[config.mk]
export PLATFORM = sky130hd
export DESIGN_NAME = cpu_clock_control_exit_sequencer
export DESIGN_NICKNAME = d
export VERILOG_FILES = /design/src/core/clk_exit_pkg.sv /design/src/core/cpu_clock_control_exit_sequencer.sv /design/src/core/tick_gen.sv
export VERILOG_INCLUDE_DIRS = /design/src /design/src/core
export SDC_FILE = /design/constraint.sdc
export NUM_CORES = 1
export LEC_CHECK = 0
export ABC_CLOCK_PERIOD_IN_PS = 3800
export BUFFER_PORTS_ARGS = -buffer_cell sky130_fd_sc_hd__buf_2
export CAP_MARGIN = 20
export CORE_MARGIN = 2
export CORE_UTILIZATION = 51
export DETAILED_ROUTE_END_ITERATION = 10
export GPL_TIMING_DRIVEN = 0
export PLACE_DENSITY_LB_ADDON = 0.2
export SYNTH_ARGS = -nofsm -noshare
export SYNTH_HDL_FRONTEND = slang
export SYNTH_SLANG_ARGS = --single-unit
[constraint.sdc]
create_clock -name core_clk -period 3.8 [get_ports core_clk]
set_input_delay 0.38 -clock core_clk [delete_from_list [all_inputs] [get_ports core_clk]]
set_output_delay 0.38 -clock core_clk [all_outputs]
set_load 0.005 [all_outputs]
[src/core/clk_exit_consts.svh]
// Constants for the processor clock-control exit sequencer
// Operation
// RULE1: Resolution bit picks 1 ms or 8 us tick
// RULE2: Exit waits lock time plus 32 kHz period
// RULE3: Then 2-3 or 3-5 periods, negate stop
// RULE4: Suspend status negates first; 32 kHz counted
// RULE5: Expired device 3 idle timer raises burst; the code raises a break instead when the mode bit is clear
// RULE6: Burst event never loses the entry read
// RULE7: Software enables only idle timer before entry
// RULE8: External IDE accesses cause no reloads
// RULE9: Wake events break or burst by mode bit
// RULE10: Stop break ends control until new entry
`ifndef CLK_EXIT_CONSTS_SVH
`define CLK_EXIT_CONSTS_SVH
`define ADDR_W 8
`define OFS_LEVEL2_ENTRY_REGISTER 8'h14
`define OFS_LEVEL3_ENTRY_REGISTER 8'h18
`define OFS_CTRL 8'h40
`define OFS_IDLE3 8'h44
`define OFS_BURST_COUNT_CONTROL_B 8'h48
`define OFS_STATUS 8'h4C
`define OFS_MASK 8'h50
`define OFS_STATE 8'h54
`define RST_WORD 32'h0000_0000
`define BURST_COUNT_CONTROL_B_RES_BIT 5
`define CTRL_CC_EN 0
`define CTRL_SLEEP_EN 1
`define CTRL_MODE_SEL 2
`define CTRL_EV_EN 3
`define CTRL_IDLE3_EN 4
`define CTRL_IDLE3_RLD 5
`define CTRL_LOCK_LSB 8
`define CTRL_LOCK_MSB 15
`define CTRL_BLEN_LSB 16
`define CTRL_BLEN_MSB 23
`define ST_BURST 0
`define ST_BREAK 1
`define ST_EXIT 2
`define ST_IDLE3 3
`define EV_W 4
`define CORE_FREQ_KHZ 100000
`define SLOW_FREQ_KHZ 32
`define SLOW_CYCLES (`CORE_FREQ_KHZ / `SLOW_FREQ_KHZ)
`define COARSE_US 1000
`define FINE_US 8
`define US_TO_CYCLES(us) ((us) * `CORE_FREQ_KHZ / 1000)
`define TICK_W 17
`define SUS_SLOW_TICKS 8'h02
`define STOP_TICKS_AWAKE 8'h03
`define STOP_TICKS_SLEEP 8'h04
`define ONE_TICK 8'h01
`endif

[src/core/clk_exit_pkg.sv]
// Types for the processor clock-control exit sequencer
package clk_exit_pkg;
  typedef enum logic [4:0] {
    ST_RUN   = 5'b0_0001,
    ST_CTRL  = 5'b0_0010,
    ST_LOCK  = 5'b0_0100,
    ST_STOP  = 5'b0_1000,
    ST_BURST = 5'b1_0000
  } seq_state_t;
endpackage

[src/core/cpu_clock_control_exit_sequencer.sv]
// Processor clock-control entry, burst and stop-clock exit sequencer
//
// Decided for this implementation: the plain strobed port.
`timescale 1ns/100ps
`default_nettype none
`include "clk_exit_consts.svh"
module cpu_clock_control_exit_sequencer #(
  parameter logic [16:0] COARSE_TICK_CYCLES = 17'(`US_TO_CYCLES(`COARSE_US))
) (
  input wire logic core_clk,
  input wire logic rst,
  input wire logic ce,
  input wire logic [7:0] addr,
  input wire logic [31:0] wdata,
  input wire logic wr,
  input wire logic rd,
  output logic [31:0] rdata,
  input wire logic wake_event,
  input wire logic device3_activity,
  input wire logic ide_external_access,
  output logic processor_clock_stop_request_n,
  output logic suspend_status_one_n,
  output logic irq,
  output clk_exit_pkg::seq_state_t seq_state
);
  import clk_exit_pkg::*;

  localparam logic [16:0] FINE_TICK_CYCLES = 17'(`US_TO_CYCLES(`FINE_US));
  localparam logic [16:0] SLOW_TICK_CYCLES = 17'(`SLOW_CYCLES);

  logic [31:0] ctrl_reg;
  logic [31:0] burst_count_control_b;
  logic [15:0] idle3_reload_reg;
  logic [15:0] idle3_cnt_reg;
  logic [`EV_W-1:0] status_reg;
  logic [`EV_W-1:0] mask_reg;
  logic [`EV_W-1:0] ev_set;
  logic [7:0] cnt_reg;
  logic lock_phase_reg;
  logic deep_reg;
  logic burst_flag_reg;
  logic pend_reg;
  logic fast_tick;
  logic slow_tick;
  logic lock_start;
  logic [16:0] fast_period;
  logic lvl_read;
  logic idle3_expire;
  logic ev_any;
  logic ev_burst;
  logic ev_break;
  seq_state_t state_next;

  function automatic logic hit(input logic [7:0] a, input logic [7:0] ofs);
    hit = (a == ofs);
  endfunction

  function automatic logic reached(input logic [7:0] c, input logic [7:0] lim, input logic t);
    reached = t && (c + `ONE_TICK >= lim);
  endfunction

  wire cc_en = ctrl_reg[`CTRL_CC_EN];
  wire sleep_en = ctrl_reg[`CTRL_SLEEP_EN];
  wire mode_burst = ctrl_reg[`CTRL_MODE_SEL];
  wire ev_en = ctrl_reg[`CTRL_EV_EN];
  wire idle3_en = ctrl_reg[`CTRL_IDLE3_EN];
  wire idle3_rld = ctrl_reg[`CTRL_IDLE3_RLD];
  wire [7:0] lock_time = ctrl_reg[`CTRL_LOCK_MSB:`CTRL_LOCK_LSB];
  wire [7:0] burst_len = ctrl_reg[`CTRL_BLEN_MSB:`CTRL_BLEN_LSB];
  wire [7:0] stop_ticks = sleep_en ? `STOP_TICKS_SLEEP : `STOP_TICKS_AWAKE;

  // Fast lock-time timer granularity
  assign fast_period = burst_count_control_b[`BURST_COUNT_CONTROL_B_RES_BIT] ? FINE_TICK_CYCLES
                                                          : COARSE_TICK_CYCLES; // RULE1
  assign lock_start = (state_next == ST_LOCK) && (seq_state != ST_LOCK);

  tick_gen fast_timer (
    .core_clk(core_clk),
    .rst(rst),
    .ce(ce),
    .restart(lock_start),
    .period(fast_period),
    .tick(fast_tick)
  );

  tick_gen slow_timer (
    .core_clk(core_clk),
    .rst(rst),
    .ce(ce),
    .restart(1'b0),
    .period(SLOW_TICK_CYCLES),
    .tick(slow_tick)
  );

  assign lvl_read = rd && (hit(addr, `OFS_LEVEL2_ENTRY_REGISTER) || hit(addr, `OFS_LEVEL3_ENTRY_REGISTER));
  assign idle3_expire = idle3_en && slow_tick && (idle3_cnt_reg == 16'h0001); // RULE5
  assign ev_any = ev_en && (wake_event || idle3_expire);
  assign ev_burst = ev_any && mode_burst; // RULE9
  assign ev_break = ev_any && !mode_burst; // RULE9

  // Register writes
  always_ff @(posedge core_clk) begin
    if (rst) begin
      ctrl_reg <= `RST_WORD;
      burst_count_control_b <= `RST_WORD;
      idle3_reload_reg <= 16'h0000;
      mask_reg <= 4'h0;
    end else if (ce && wr) begin
      if (hit(addr, `OFS_CTRL)) begin
        ctrl_reg <= wdata;
      end
      if (hit(addr, `OFS_BURST_COUNT_CONTROL_B)) begin
        burst_count_control_b <= wdata;
      end
      if (hit(addr, `OFS_IDLE3)) begin
        idle3_reload_reg <= wdata[15:0];
      end
      if (hit(addr, `OFS_MASK)) begin
        mask_reg <= wdata[`EV_W-1:0];
      end
    end
  end

  // Device 3 idle timer; external IDE accesses never reload it
  always_ff @(posedge core_clk) begin
    if (rst) begin
      idle3_cnt_reg <= 16'h0000;
    end else if (ce) begin
      if (!idle3_en) begin
        idle3_cnt_reg <= idle3_reload_reg;
      end else if (idle3_rld && device3_activity && !ide_external_access) begin // RULE8
        idle3_cnt_reg <= idle3_reload_reg;
      end else if (slow_tick && idle3_cnt_reg != 16'h0000) begin
        idle3_cnt_reg <= idle3_cnt_reg - 16'h0001; // RULE5
      end
    end
  end

  // Sticky status, set wins over write-one-to-clear
  always_comb begin
    ev_set = 4'h0;
    ev_set[`ST_BURST] = ev_burst && (seq_state == ST_CTRL);
    ev_set[`ST_BREAK] = ev_break && (seq_state == ST_CTRL);
    ev_set[`ST_EXIT] = (seq_state == ST_STOP) && (state_next != ST_STOP);
    ev_set[`ST_IDLE3] = idle3_expire;
  end

  always_ff @(posedge core_clk) begin
    if (rst) begin
      status_reg <= 4'h0;
    end else if (ce) begin
      if (wr && hit(addr, `OFS_STATUS)) begin
        status_reg <= (status_reg & ~wdata[`EV_W-1:0]) | ev_set;
      end else begin
        status_reg <= status_reg | ev_set;
      end
    end
  end

  assign irq = |(status_reg & mask_reg);

  // Read port, data in the cycle after the strobe
  always_ff @(posedge core_clk) begin
    if (rst) begin
      rdata <= `RST_WORD;
    end else if (ce) begin
      rdata <= `RST_WORD;
      if (rd) begin
        unique case (addr)
          `OFS_CTRL: rdata <= ctrl_reg;
          `OFS_BURST_COUNT_CONTROL_B: rdata <= burst_count_control_b;
          `OFS_IDLE3: rdata <= {idle3_cnt_reg, idle3_reload_reg};
          `OFS_STATUS: rdata <= {28'h000_0000, status_reg};
          `OFS_MASK: rdata <= {28'h000_0000, mask_reg};
          `OFS_STATE: rdata <= {24'h00_0000, pend_reg, processor_clock_stop_request_n,
                                suspend_status_one_n, seq_state};
          default: rdata <= `RST_WORD;
        endcase
      end
    end
  end

  // Sequencer next state
  always_comb begin
    state_next = seq_state;
    unique case (seq_state)
      ST_RUN: begin
        if (lvl_read && cc_en) begin
          state_next = ST_CTRL; // RULE6
        end
      end
      ST_CTRL: begin
        if (ev_any || pend_reg || !cc_en) begin
          state_next = deep_reg ? ST_LOCK : ST_STOP;
        end
      end
      ST_LOCK: begin
        if (lock_phase_reg && reached(cnt_reg, `SUS_SLOW_TICKS, slow_tick)) begin
          state_next = ST_STOP;
        end
      end
      ST_STOP: begin
        if (reached(cnt_reg, stop_ticks, slow_tick)) begin
          state_next = burst_flag_reg && cc_en ? ST_BURST : ST_RUN; // RULE10
        end
      end
      ST_BURST: begin
        if (!cc_en) begin
          state_next = ST_RUN;
        end else if (reached(cnt_reg, burst_len, slow_tick)) begin
          state_next = ST_CTRL;
        end
      end
    endcase
  end

  always_ff @(posedge core_clk) begin
    if (rst) begin
      seq_state <= ST_RUN;
    end else if (ce) begin
      seq_state <= state_next;
    end
  end

  // Entry depth, burst flag and pending burst
  always_ff @(posedge core_clk) begin
    if (rst) begin
      deep_reg <= 1'b0;
      burst_flag_reg <= 1'b0;
      pend_reg <= 1'b0;
    end else if (ce) begin
      if (seq_state == ST_RUN && lvl_read && cc_en) begin
        deep_reg <= hit(addr, `OFS_LEVEL3_ENTRY_REGISTER);
      end
      if (seq_state == ST_CTRL && state_next != ST_CTRL) begin
        burst_flag_reg <= (ev_burst || pend_reg) && cc_en; // RULE10
      end
      if (seq_state == ST_RUN && ev_burst) begin
        pend_reg <= 1'b1; // RULE6
      end else if (seq_state == ST_CTRL) begin
        pend_reg <= 1'b0;
      end
    end
  end

  // Period counter for lock, stop and burst phases
  always_ff @(posedge core_clk) begin
    if (rst) begin
      cnt_reg <= 8'h00;
      lock_phase_reg <= 1'b0;
    end else if (ce) begin
      if (state_next != seq_state) begin
        cnt_reg <= 8'h00;
        lock_phase_reg <= 1'b0;
      end else if (seq_state == ST_LOCK && !lock_phase_reg) begin
        if (cnt_reg >= lock_time) begin
          cnt_reg <= 8'h00;
          lock_phase_reg <= 1'b1; // RULE2
        end else if (fast_tick) begin
          cnt_reg <= cnt_reg + `ONE_TICK; // RULE2
        end
      end else if (slow_tick) begin
        cnt_reg <= cnt_reg + `ONE_TICK; // RULE4
      end
    end
  end

  // Processor-facing outputs, active low
  always_ff @(posedge core_clk) begin
    if (rst) begin
      processor_clock_stop_request_n <= 1'b1;
      suspend_status_one_n <= 1'b1;
    end else if (ce) begin
      if (state_next == ST_CTRL && seq_state != ST_CTRL) begin
        processor_clock_stop_request_n <= 1'b0;
        suspend_status_one_n <= !(seq_state == ST_RUN ? hit(addr, `OFS_LEVEL3_ENTRY_REGISTER) : deep_reg);
      end
      if (seq_state == ST_LOCK && state_next == ST_STOP) begin
        suspend_status_one_n <= 1'b1; // RULE2
      end
      if (seq_state == ST_STOP && state_next != ST_STOP) begin
        processor_clock_stop_request_n <= 1'b1; // RULE3
      end
    end
  end

  a_res_select: assert property (@(posedge core_clk) disable iff (rst) // RULE1
    fast_period == (burst_count_control_b[`BURST_COUNT_CONTROL_B_RES_BIT] ? FINE_TICK_CYCLES : COARSE_TICK_CYCLES))
    else $error("fast tick period wrong");
  a_sus_after_lock: assert property (@(posedge core_clk) disable iff (rst) // RULE2
    $rose(suspend_status_one_n) |-> $past(lock_phase_reg) && $past(slow_tick) && $past(seq_state) == ST_LOCK)
    else $error("suspend status negated before lock wait");
  a_stop_hold_gap: assert property (@(posedge core_clk) disable iff (rst) // RULE3
    $rose(suspend_status_one_n) |-> !processor_clock_stop_request_n [*8])
    else $error("stop request negated too soon");
  a_stop_on_tick: assert property (@(posedge core_clk) disable iff (rst) // RULE3
    $rose(processor_clock_stop_request_n) |-> $past(seq_state) == ST_STOP && $past(slow_tick))
    else $error("stop request negated off the slow tick");
  a_sus_first: assert property (@(posedge core_clk) disable iff (rst) // RULE4
    $rose(processor_clock_stop_request_n) |-> suspend_status_one_n)
    else $error("stop negated before suspend status");
  a_idle3_event: assert property (@(posedge core_clk) disable iff (rst) // RULE5
    ce && idle3_expire |=> status_reg[`ST_IDLE3])
    else $error("idle timer expiry not recorded");
  a_entry_kept: assert property (@(posedge core_clk) disable iff (rst) // RULE6
    ce && seq_state == ST_RUN && lvl_read && cc_en |=> seq_state == ST_CTRL && !processor_clock_stop_request_n)
    else $error("entry read lost");
  a_ext_no_reload: assert property (@(posedge core_clk) disable iff (rst) // RULE8
    ce && idle3_en && ide_external_access && !slow_tick && !wr |=> $stable(idle3_cnt_reg))
    else $error("external IDE access reloaded idle timer");
  a_break_ends: assert property (@(posedge core_clk) disable iff (rst) // RULE10
    ce && seq_state == ST_CTRL && ev_break && !pend_reg |=> !burst_flag_reg)
    else $error("stop break did not end clock control");
  a_irq_level: assert property (@(posedge core_clk) disable iff (rst)
    irq == |(status_reg & mask_reg))
    else $error("interrupt level wrong");

  c_entry: cover property (@(posedge core_clk) disable iff (rst) seq_state == ST_RUN ##1 seq_state == ST_CTRL);
  c_burst_back: cover property (@(posedge core_clk) disable iff (rst) seq_state == ST_BURST ##1 seq_state == ST_CTRL);
  c_deep_exit: cover property (@(posedge core_clk) disable iff (rst) $rose(suspend_status_one_n));
  c_break_exit: cover property (@(posedge core_clk) disable iff (rst) seq_state == ST_STOP ##1 seq_state == ST_RUN);
endmodule
`default_nettype wire

[src/core/tick_gen.sv]
// Periodic one-cycle tick generator with restart
`timescale 1ns/100ps
`default_nettype none
module tick_gen (
  input wire logic core_clk,
  input wire logic rst,
  input wire logic ce,
  input wire logic restart,
  input wire logic [16:0] period,
  output logic tick
);
  logic [16:0] cnt_reg;

  always_ff @(posedge core_clk) begin
    if (rst) begin
      cnt_reg <= 17'h0_0000;
      tick <= 1'b0;
    end else if (ce) begin
      if (restart || cnt_reg >= period - 17'h0_0001) begin
        cnt_reg <= 17'h0_0000;
      end else begin
        cnt_reg <= cnt_reg + 17'h0_0001;
      end
      tick <= !restart && (cnt_reg >= period - 17'h0_0001);
    end
  end
endmodule
`default_nettype wire

### Word level (Yosys, flattened, before mapping)

Index checks and enable logic that the tools add are counted.

* bits in registers: 191
* input bits: 48
* output and inout bits: 40
* word-level logic and storage cells: 155

* $add $sub $neg: 5
* magnitude comparators: 6
* eq/ne operators: 24
* multiplexer cells: 34
* bitwise operators: 5
* reduce and logical (&&, ||, !) cells: 62

Operators with widths (number)
* $pmux 32 s6: 1
* $mux 17: 3
* $eq 8x7->1 const B: 6
* $mux 16: 3
* $mux 8: 5
* $mux 5: 7
* $add 17x1->17 const B: 2
* $mux 32: 1
* $logic_and 1x1->1: 30
* $pmux 5 s5: 1
* $reduce_and 2->1: 10
* $ge 17x12->1 const B: 1
* $ge 17x17->1: 1
* $sub 17x1->17 const B: 1
* $eq 16x1->1 const B: 1
* $eq 8x5->1 const B: 2
* $ge 8x8->1: 2
* $reduce_bool 16->1: 1
* $sub 16x1->16 const B: 1
* $eq 5x2->1 const B: 2
* $eq 5x3->1 const B: 2
* $eq 5x4->1 const B: 2
* $mux 1: 10
* $ne 5x2->1 const B: 2
* 21 further kinds: 39

### Depth between registers and ports, before layout

Gate-level depths: netlist (run 1).

* depth in word-level cells: 12
* gate-level depth with buffers: 15
* mapped depth without buffers: 13

### Hierarchy

A second synthesis (run 1) with hierarchy kept.

* cell total of the unflattened synthesis: 1386
* area, all modules: 10747.8 um^2

By module, submodules not included
* cpu_clock_control_exit_sequencer: times used 1, cells each 1042, area an instance 7831.3 um^2, seq. area each 3103.0 um^2
* tick_gen (slow_timer): times used 1, cells each 175, area an instance 1519.0 um^2, seq. area each 360.3 um^2
* tick_gen (fast_timer): times used 1, cells each 169, area an instance 1397.6 um^2, seq. area each 360.3 um^2

### Worst setup path before layout (run 1)

No wires, ideal clock.

* kind: register to register
* start point: register cnt_reg[0]
* end point: register cnt_reg[4]
* arrival: 3272 ps
* required time: 3742 ps
* setup slack: 470 ps
* cell stages (with the launch flop): 16
* path buffers: 2
* clock period less this slack: 3330 ps
* cells stage by stage: dfxtp_1 > ha_1 > and3_1 > buf_6 > nand3_1 > xnor2_1 > ha_1 > and3_1 > a221o_1 > a32oi_1 > a31oi_1 > o2111ai_1 > nand4_2 > buf_6 > nor4_1 > a211o_1

* word-level cells in the longest chain between the ends: 9
* elaborated cells between the ends (all ways): 23
* classes of those cells: 1 x add/sub; 4 x order compare; 2 x eq/ne; 10 x mux; 6 x reduce/logical

RTL lines
* start, declared: RTL line cpu_clock_control_exit_sequencer.sv:38 `logic [7:0] cnt_reg;`
* start signal, assigned: RTL line cpu_clock_control_exit_sequencer.sv:260 `` cnt_reg <= cnt_reg + `ONE_TICK; ``
* start signal, assigned: RTL line cpu_clock_control_exit_sequencer.sv:263 `` cnt_reg <= cnt_reg + `ONE_TICK; ``
* $add 8x1->8 (no line)
* $ge 8x8->1 or $ge 8x2->1 (tied branches): RTL line cpu_clock_control_exit_sequencer.sv:59 `` reached = t && (c + `ONE_TICK >= lim); ``
* $logic_and 1x1->1: RTL line cpu_clock_control_exit_sequencer.sv:59
* $mux 5 or $logic_and 1x1->1 (tied branches): RTL line cpu_clock_control_exit_sequencer.sv:210, cpu_clock_control_exit_sequencer.sv:198
* $mux 5 (on tied branches): RTL line cpu_clock_control_exit_sequencer.sv:208, cpu_clock_control_exit_sequencer.sv:198
* $pmux 5 s5: RTL line cpu_clock_control_exit_sequencer.sv:186 `unique case (seq_state)`
* $ne 5x5->1: RTL line cpu_clock_control_exit_sequencer.sv:252 `if (state_next != seq_state) begin`
* $ne 4x2->1 (no line) or $reduce_bool 3->1 (tied branches)
* $reduce_and 3->1 (no line)

Parallel ways exist; a longest one is shown, timed or not. The select of a mux whose other input is x is not followed.
A chain may end at the register's enable or synchronous reset.

### Worst setup path in the final report (run 1)

* start point: register cnt_reg[2]
* end point: register cnt_reg[4]

The elaborated chain is that of the path after synthesis.

==> results of run 1 <==
[cell usage in the layout, fill, tap and decap left out, drive strengths merged, types with 9 or more instances in the layout]
cell type | netlist | layout
xor2 | 20 | 20
and3 | 12 | 12
nand2 | 266 | 266
mux2i | 12 | 12
nor2 | 118 | 118
o21ai | 65 | 65
xnor2 | 13 | 13
nand2b | 9 | 9
nand3 | 23 | 23
nor4 | 10 | 10
nor3 | 14 | 14
inv | 37 | 41
or3 | 10 | 10
buf | 11 | 98
clkbuf | 66 | 84
ha | 32 | 32
a22oi | 74 | 74
a31oi | 10 | 10
nand4 | 11 | 11
a21oi | 107 | 107
dfxtp | 191 | 191
[layout make-up]
type,count,area (um^2)
Multi-Input combinational cell,910,5180
Fill cell,1720,7260
Clock inverter,14,131
Clock buffer,18,439
Buffer,77,313
Timing Repair Buffer,87,440
Inverter,37,139
Tap cell,229,287
Sequential cell,191,3830
[per-stage QoR]
step,hold WS (ns),power (W)
3_3_place_gp,0.442,0.00225
3_5_place_dp,0.446,0.00225
6_report,0.176,0.00396
5_1_grt,0.176,0.00406
4_1_cts,0.167,0.00396
2_1_floorplan,0.429,0.00216
[layer usage]
metal | GRT usage (%) | vias to the layer above | part of all wire (%) | routed length [um]
met5 | 0 | - | 0 | 0
met4 | 10.4 | 0 | 2.8 | 815
met3 | 6.47 | 58 | 8.6 | 2520
met2 | 46.2 | 398 | 45 | 13000
met1 | 40.7 | 4348 | 44 | 12800
li1 | - | 4469 | - | -
[worst min-delay path by stage]
stage	startpoint	end	slack, ns	cells after the start
3_3_place_gp	burst_count_control_b[30]$_SDFFE_PP0P_	burst_count_control_b[30]$_SDFFE_PP0P_	0.44	2
6_report	wdata[26]	burst_count_control_b[26]$_SDFFE_PP0P_	0.18	3
5_1_grt	wdata[21]	burst_count_control_b[21]$_SDFFE_PP0P_	0.18	3
4_1_cts	wdata[20]	ctrl_reg[20]$_SDFFE_PP0P_	0.17	3
2_1_floorplan	slow_timer.cnt_reg[16]$_SDFFE_PP0P_	slow_timer.cnt_reg[16]$_SDFFE_PP0P_	0.43	2
3_5_place_dp	ctrl_reg[6]$_SDFFE_PP0P_	ctrl_reg[6]$_SDFFE_PP0P_	0.45	2
[worst max-delay path, stage by stage, from the launching register on]
cell       delay [ns]
dfxtp_1          0.35
buf_2            0.19
and4_1           0.23
a21boi_1         0.11
or2_2            0.34
ha_1             0.27
and3_1           0.19
a221o_1          0.39
a32oi_2          0.26
a31oi_2          0.16
o2111ai_2        0.31
nand4_2          0.17
buf_6            0.19
nor4_1           0.25
a211o_1          0.14
[cells by family after synthesis]
group | share of synthesized area (%)
adder cells (fa/ha/maj) | 4.25
flip-flops | 40.6
XOR/XNOR | 3.07
AO/OA/AOI/OAI | 22.2
multiplexers | 1.40
AND/OR/NAND/NOR | 23.7
buffers and inverters | 4.80
[where the power goes]
group          internal (W)  total, W  switching [W]  leakage, nW
clock              0.000879   0.00175       0.000874        0.266
combinational     0.0000511  0.000186       0.000135         2.09
sequential          0.00201   0.00202      0.0000103         1.54
total               0.00294   0.00396        0.00102         3.90
[repair_timing]
item / CTS / global route
endpoints found under the hold margin: 0 / 0
endpoints found under the setup margin: 8 / 18
resized for setup: 3 / 9
setup buffers: 0 / 2
pin swaps: 0 / 2
==> results.sh, run 1 <==
export IMPL_path_max_fanout=10
export IMPL_skew_ns=0.00941
export IMPL_place_congestion=0.977
export IMPL_drtIter0Drc=820
export IMPL_synth_top_area_share_pct=40.6
export IMPL_clock_sinks=191
export IMPL_tns_ns=0
export IMPL_min_path_type="input port to register"
export IMPL_io_buffers=85
export IMPL_clk_path_buf_depth=2
export IMPL_drcViolationCount=0
export IMPL_cts_inserted_buffers=17
export IMPL_synthArstFlopShare_pct=0
export IMPL_syn_to_final_growth_pct=14.3
export IMPL_initial_core_util_pct=52.2
export IMPL_avgSynthCellArea_um2=7.75
export IMPL_yosys_top_cells_count="nand2_1, dfxtp_1, nor2_1"
export IMPL_die_width_um=140
export IMPL_hold_viol=0
export IMPL_synth_nets=1295
export IMPL_clk_pin_slew_ns=0.08
export IMPL_synth_edf_count=0
export IMPL_p_leak_nw=3.90
export IMPL_io_pins=88
export IMPL_crit_reg2reg_launch="cnt_reg[2]$_SDFFE_PP0P_"
export IMPL_place_ws_ns=-0.162
export IMPL_fin_cells=1563
export IMPL_synth_area_top_cells="dfxtp_1, nand2_1, a22oi_1, a21oi_1, nor2_1"
export IMPL_path_class="register to register"
export IMPL_design_core_area_um2=18000
export IMPL_clk_latency_ns=0.45
export IMPL_cp_startpoint="cnt_reg[2]$_SDFFE_PP0P_"
export IMPL_final_util_pct=59.7
export IMPL_yosys_cell_count_top_type="nand2_1"
export IMPL_synth_cell_types=65
export IMPL_ys_warn_count=0
export IMPL_start_kind="register"
export IMPL_routedWlPerCell_um=18.7
export IMPL_antenna_found_initial=0
export IMPL_endpoint_kind="register"
export IMPL_powerDensity_nw_per_um2=368
export IMPL_grt_use_total_pct=29.7
export IMPL_ys_seq_area_share_pct=40.6
export IMPL_finalWorstSetupSlack_ns=0.183
export IMPL_postRouteAntennaNets=0
export IMPL_overflow=0
export IMPL_antenna_cells=0
export IMPL_first_pass_iters=6
export IMPL_slew_violations=0
export IMPL_cts_tree="built"
export IMPL_synth_ff_type="dfxtp_1"
export IMPL_fin_area_um2=10800
export IMPL_dp_cells=1529
export IMPL_rows=49
export IMPL_r2r_slack_ns=0.18
export IMPL_yosysTopAreaCell="dfxtp_1"
export IMPL_status="finished clean"
export IMPL_final_min_clock_period_ns=3.62
export IMPL_placed_area_um2=10100
export IMPL_grt_pass1_vias=8574
export IMPL_syn_area_um2=9410
export IMPL_rsz0062_at_grt="no"
export IMPL_htreeDepth=4
export IMPL_drt_total_wl_um=29200
export IMPL_via_per_inst=5.93
export IMPL_vias=9273
export IMPL_setup_viol=0
export IMPL_crit_end="cnt_reg[4]$_SDFFE_PP0P_"
export IMPL_cts_root_buf="clkbuf_16"
export IMPL_tightestPinTransition_ns=0.991
export IMPL_syn_instance_count=1215
export IMPL_dp_hpwl_um=21600
export IMPL_drv_cap=0
export IMPL_arrival_ns=4.02
export IMPL_rr_endpoint="cnt_reg[4]$_SDFFE_PP0P_"
export IMPL_post_route_period_util_pct=95.2
export IMPL_worst_r2r_cell_count=14
export IMPL_die_y_um=140
export IMPL_grt_max_degree=19
export IMPL_drive_above_1_share_pct=11.0
export IMPL_synth_seq_cells=191
export IMPL_dieArea_um2=19600
export IMPL_slew_headroom_pct=33.4
export IMPL_crit_required_ns=4.20
export IMPL_grt_first_pass_wirelength_um=46000
export IMPL_nets=1401
export IMPL_ir_drop_mv=0.367
export IMPL_cts_hold_buf=0
export IMPL_max_freq_mhz=277
(Power assumes the default switching activity.)
==> run 2: changes to the inputs <==
CORE_UTILIZATION = 30   (was 51)
==> run 2 against run 1 <==
Flip-flop and latch count is the same. Largest cell class unchanged. Global-route usage decreased by 10 points. Critical endpoint unchanged. Via count is 2.4% lower.
==> results.sh, run 2 (same netlist as run 1, synthesis figures left out) <==
export IMPL_rows=64
export IMPL_powerDensity_nw_per_um2=370
export IMPL_cts_root_buf="clkbuf_16"
export IMPL_multiInputGateArea_um2=5210
export IMPL_max_freq_mhz=273
export IMPL_worst_path_buf_inv=2
export IMPL_postRouteAntennaNets=0
export IMPL_path_max_fanout=10
export IMPL_grt_max_degree=22
export IMPL_clk_latency_ns=0.46
export IMPL_antenna_found_initial=1
export IMPL_final_cell_mix="nand2_1, dfxtp_1, nor2_1, a21oi_1, buf_2"
export IMPL_drv_cap=0
export IMPL_grt_use_total_pct=19.3
export IMPL_dp_hpwl_um=24100
export IMPL_seq_area_um2=3830
export IMPL_cp_startpoint="cnt_reg[2]$_SDFFE_PP0P_"
export IMPL_finalWorstSetupSlack_ns=0.137
export IMPL_overflow=0
export IMPL_drive_above_1_share_pct=11.0
export IMPL_clk_path_buf_depth=2
export IMPL_cts_inserted_buffers=17
export IMPL_cts_hold_buf=0
export IMPL_placed_area_um2=10300
export IMPL_routedWlPerCell_um=18.3
export IMPL_die_y_um=181
export IMPL_cts_tree="built"
export IMPL_grt_first_pass_wirelength_um=49400
export IMPL_rsz0062_at_grt="yes"
export IMPL_path_class="register to register"
export IMPL_final_min_clock_period_ns=3.66
export IMPL_endpoint_kind="register"
export IMPL_htreeDepth=4
export IMPL_crit_required_ns=4.19
export IMPL_clock_sinks=191
export IMPL_p_leak_nw=3.92
export IMPL_dieArea_um2=32800
export IMPL_io_buffers=85
export IMPL_status="finished clean"
export IMPL_dp_cells=1696
export IMPL_grt_pass1_vias=8749
export IMPL_io_pins=88
export IMPL_antenna_cells=0
export IMPL_arrival_ns=4.06
export IMPL_hold_viol=0
export IMPL_via_per_inst=5.24
export IMPL_min_path_type="input port to register"
export IMPL_initial_core_util_pct=30.6
export IMPL_slew_headroom_pct=32.0
export IMPL_crit_reg2reg_launch="cnt_reg[2]$_SDFFE_PP0P_"
export IMPL_design_core_area_um2=30700
export IMPL_critPathTopFamily="compound AO/OA/AOI/OAI gates"
export IMPL_fillers=3379
export IMPL_post_route_period_util_pct=96.4
export IMPL_vias=9053
export IMPL_critPathMaxStageDelay_ns=0.38
export IMPL_layout_commonest_cell="nand2_1"
export IMPL_ir_drop_mv=0.302
export IMPL_drt_total_wl_um=31600
export IMPL_cp_slowest_cell="or2_2"
export IMPL_first_pass_iters=8
export IMPL_tightestPinTransition_ns=1.01
export IMPL_drcViolationCount=0
export IMPL_slew_violations=0
export IMPL_setup_viol=0
export IMPL_crit_chain="buf_2, and4_1, a21boi_0, or2_2, ha_1, and3_1, a221o_1, a32oi_2, a31oi_1, o2111ai_2, nand4_2, buf_6, nor4_2, a211o_1"
export IMPL_drtIter0Drc=526
export IMPL_clk_pin_slew_ns=0.09
export IMPL_skew_ns=0.0206
export IMPL_fin_area_um2=11000
export IMPL_syn_to_final_growth_pct=17.1
export IMPL_fin_cells=1729
export IMPL_die_width_um=181
export IMPL_min_delay_start="wdata[25]"
export IMPL_place_congestion=0.912
export IMPL_place_ws_ns=-0.290
export IMPL_start_kind="register"
export IMPL_nets=1400
export IMPL_final_util_pct=35.8
==> run 2: cell types whose count changed in the layout (fill, tap and decap cells not counted), sizes merged <==
cell	previous run	this run
clkinvlp	5	1
clkinv	5	4
clkbuf	84	83
buf	98	97
inv	41	47
==> run 2: worst register-to-register path: cells and delay by family (launching register included) <==
family | cells | cell delay (ns)
buffers and inverters | 2 | 0.38
AND/OR/NAND/NOR | 5 | 1.19
AO/OA/AOI/OAI | 6 | 1.42
flip-flops | 1 | 0.34
adder cells (fa/ha/maj) | 1 | 0.28
==> run 2: area by class of cell <==
cell class / instances / area share, %
flip-flops and latches: 191 / 34.7
plain buffers: 77 / 2.84
clock buffers: 17 / 3.86
inverters: 37 / 1.26
multi-input cells: 910 / 47.3
well taps: 396 / 4.50
repair buffers: 86 / 3.93
clock inverters: 15 / 1.61
==> run 2: timing repair <==
| action | CTS | global route |
|---|---|---|
| buffers inserted | 0 | 1 |
| pin swaps | 0 | 0 |
| endpoints found under the setup margin | 8 | 18 |
| resized for setup | 4 | 9 |
==> run 2: worst paths after layout <==
check	endpoint	slack, ns	cells after the start
setup / recovery	cnt_reg[4]$_SDFFE_PP0P_	0.14	14
hold / removal	burst_count_control_b[25]$_SDFFE_PP0P_	0.17	3
setup reg to reg	cnt_reg[4]$_SDFFE_PP0P_	0.14	14
hold reg to reg	burst_count_control_b[15]$_SDFFE_PP0P_	0.46	2
==> run 2: routing by layer <==
metal  global-route usage (%)  part of all wire, %  vias to the layer above
li1                         -                    -                     4478
met1                     24.7                   45                     4297
met2                     32.7                   48                      227
met3                     3.81                  4.6                       49
met4                     5.82                  2.3                        2
met5                        0                0.054                        -
==> run 2: where the power goes <==
group / internal (W) / switching (W) / total (W)
Combinational: 0.0000512 / 0.000139 / 0.000191
Clock: 0.000899 / 0.000970 / 0.00187
Sequential: 0.00201 / 0.0000103 / 0.00202
==> run 2: stage by stage <==
| stage | TNS (ns) | hold slack [ns] | power [W] |
|---|---|---|---|
| floorplan | 0 | 0.429 | 0.00216 |
| global placement | -2.24 | 0.442 | 0.00225 |
| detailed placement | -2.03 | 0.447 | 0.00225 |
| CTS | 0 | 0.161 | 0.00411 |
| global route | -0.00391 | 0.166 | 0.00421 |
| finish | 0 | 0.171 | 0.00408 |
==> run 3: changes to the inputs <==
ABC_CLOCK_PERIOD_IN_PS = 4300   (was 3800)
CTS_CLUSTER_DIAMETER = 200   (was default)
SKIP_LAST_GASP = 1   (was default)
clock period = 4.3 ns   (was 3.8 ns; I/O delays follow)
==> run 3 against run 2 <==
Non-clock buffer count decreased by 1. Sequential power decreased by 12%. Sequential share of layout area increased by 0.19 points. Via count increased by 0.17%. Clock skew increased by 0.00077 ns. Maximum frequency decreased by 7.4%. Design area decreased by 0.64%. Critical path depth increased by 1. Cell count about the same. Setup slack improved by 0.21 ns. Combinational power decreased by 12%. Critical path type unchanged. Critical endpoint unchanged. Register-to-register slack improved by 0.21 ns.
==> results.sh, run 3 (same netlist as run 1, synthesis figures left out) <==
export IMPL_die_y_um=181
export IMPL_powerDensity_nw_per_um2=329
export IMPL_grt_pass1_vias=8736
export IMPL_rows=64
export IMPL_p_leak_nw=3.91
export IMPL_path_max_fanout=10
export IMPL_htreeDepth=4
export IMPL_final_min_clock_period_ns=3.95
export IMPL_min_path_type="input port to register"
export IMPL_cts_hold_buf=0
export IMPL_rr_endpoint="cnt_reg[4]$_SDFFE_PP0P_"
export IMPL_p_clk_share_pct=45.8
export IMPL_fin_area_um2=10900
export IMPL_drt_total_wl_um=31600
export IMPL_layout_commonest_cell="nand2_1"
export IMPL_max_freq_mhz=253
export IMPL_clk_path_buf_depth=2
export IMPL_start_kind="register"
export IMPL_rsz0062_at_grt="no"
export IMPL_fillers=3379
export IMPL_crit_end="cnt_reg[4]$_SDFFE_PP0P_"
export IMPL_routedWlPerCell_um=18.3
export IMPL_nets=1399
export IMPL_syn_to_final_growth_pct=16.3
export IMPL_power_total_w=0.00360
export IMPL_worst_r2r_cell_count=15
export IMPL_die_width_um=181
export IMPL_via_per_inst=5.25
export IMPL_status="finished clean"
export IMPL_pwr_share_comb_pct=4.7
export IMPL_arrival_ns=4.34
export IMPL_design_core_area_um2=30700
export IMPL_clk_pin_slew_ns=0.09
export IMPL_placed_area_um2=10300
export IMPL_tns_ns=0
export IMPL_crit_required_ns=4.69
export IMPL_drv_cap=0
export IMPL_clk_latency_ns=0.45
export IMPL_slew_headroom_pct=33.3
export IMPL_first_pass_iters=6
export IMPL_power_net_switching_w=0.000987
export IMPL_switching_share_pct=27.4
export IMPL_slew_violations=0
export IMPL_tightestPinTransition_ns=0.999
export IMPL_path_class="register to register"
export IMPL_place_congestion=0.912
export IMPL_cts_tree="built"
export IMPL_grt_max_degree=22
export IMPL_ir_drop_mv=0.263
export IMPL_drcViolationCount=0
export IMPL_final_cell_mix="nand2_1, dfxtp_1, nor2_1, a21oi_1, buf_2"
export IMPL_cts_inserted_buffers=17
export IMPL_post_route_period_util_pct=92.0
export IMPL_overflow=0
export IMPL_cts_root_buf="clkbuf_16"
export IMPL_vias=9068
export IMPL_place_ws_ns=0.210
export IMPL_io_buffers=85
export IMPL_whs_ns=0.224
export IMPL_grt_first_pass_wirelength_um=49400
export IMPL_min_delay_start="wdata[25]"
export IMPL_antenna_found_initial=1
export IMPL_cp_startpoint="cnt_reg[1]$_SDFFE_PP0P_"
export IMPL_clock_sinks=191
export IMPL_drtIter0Drc=562
export IMPL_io_pins=88
export IMPL_grt_use_total_pct=19.3
export IMPL_setup_viol=0
export IMPL_initial_core_util_pct=30.6
export IMPL_drive_above_1_share_pct=10.4
export IMPL_skew_ns=0.0214
export IMPL_postRouteAntennaNets=0
export IMPL_p_int_w=0.00261
export IMPL_hold_viol=0
export IMPL_endpoint_kind="register"
export IMPL_crit_reg2reg_launch="cnt_reg[1]$_SDFFE_PP0P_"
export IMPL_pwr_share_seq_pct=49.5
export IMPL_dieArea_um2=32800
export IMPL_dp_hpwl_um=24100
export IMPL_antenna_cells=0
export IMPL_finalWorstSetupSlack_ns=0.345
export IMPL_r2r_slack_ns=0.35
==> run 3: changes by cell type in the layout (fill, tap and decap cells not counted), sizes merged <==
cell	before	now
buf	97	96
==> run 3: layout make-up <==
class | instances | area (um^2) | area share, %
buffer | 77 | 313 | 2.86
clock buffer | 17 | 425 | 3.89
clock inverter | 15 | 178 | 1.62
inverter | 37 | 139 | 1.27
multi-input combinational | 910 | 5150 | 47.0
sequential | 191 | 3820 | 34.9
tap | 396 | 495 | 4.53
timing repair buffer | 85 | 425 | 3.89
==> run 3: how the worst min path moves through the flow <==
stage | to | slack (ns) | cells past startpoint
6_report | burst_count_control_b[25]$_SDFFE_PP0P_ | 0.22 | 3
5_1_grt | ctrl_reg[16]$_SDFFE_PP0P_ | 0.22 | 3
4_1_cts | burst_count_control_b[25]$_SDFFE_PP0P_ | 0.21 | 3
3_5_place_dp | burst_count_control_b[17]$_SDFFE_PP0P_ | 0.45 | 2
3_3_place_gp | burst_count_control_b[12]$_SDFFE_PP0P_ | 0.44 | 2
2_1_floorplan | slow_timer.cnt_reg[16]$_SDFFE_PP0P_ | 0.43 | 2
==> run 3: repair_timing <==
| action | CTS | global route |
|---|---|---|
| setup buffers | 0 | 0 |
| resized for setup | 0 | 2 |
| setup endpoints to repair | 0 | 7 |
==> run 3: worst max-delay path: stages (launching register included) <==
cell and delay [ns]:
dfxtp_1 0.47, ha_1 0.31, and3_1 0.20, buf_6 0.11, nand3_1 0.09, xnor2_1 0.31
ha_1 0.30, and3_1 0.16, a221o_1 0.37, a32oi_2 0.29, a31oi_1 0.16, o2111ai_1 0.36
nand4_2 0.20, buf_6 0.19, nor4_1 0.24, a211o_1 0.14
==> run 3: power groups by stage <==
stage	Combinational (W)	Clock, W	Sequential (W)
after floorplan	0.0000814	0	0.00182
after global placement	0.000166	0	0.00183
after detailed placement	0.000167	0	0.00183
after CTS	0.000168	0.00168	0.00178
after global routing	0.000183	0.00175	0.00179
final	0.000168	0.00165	0.00178
==> run 3: through the flow <==
stage,utilization (%),instances
floorplan,-,1215
global placement,33.6,1696
detailed placement,33.6,1696
CTS,35.6,1728
global route,35.6,1728
finish,35.6,1728
==> run 3: per-layer routing <==
layer	part of all wire, %	vias to the layer above	routed length (um)	track usage (%)
met2	48	235	15200	32.7
met3	4.9	35	1560	3.81
li1	-	4475	-	-
met4	2.0	2	619	5.82
met5	0.054	-	17	0
met1	45	4321	14300	24.7
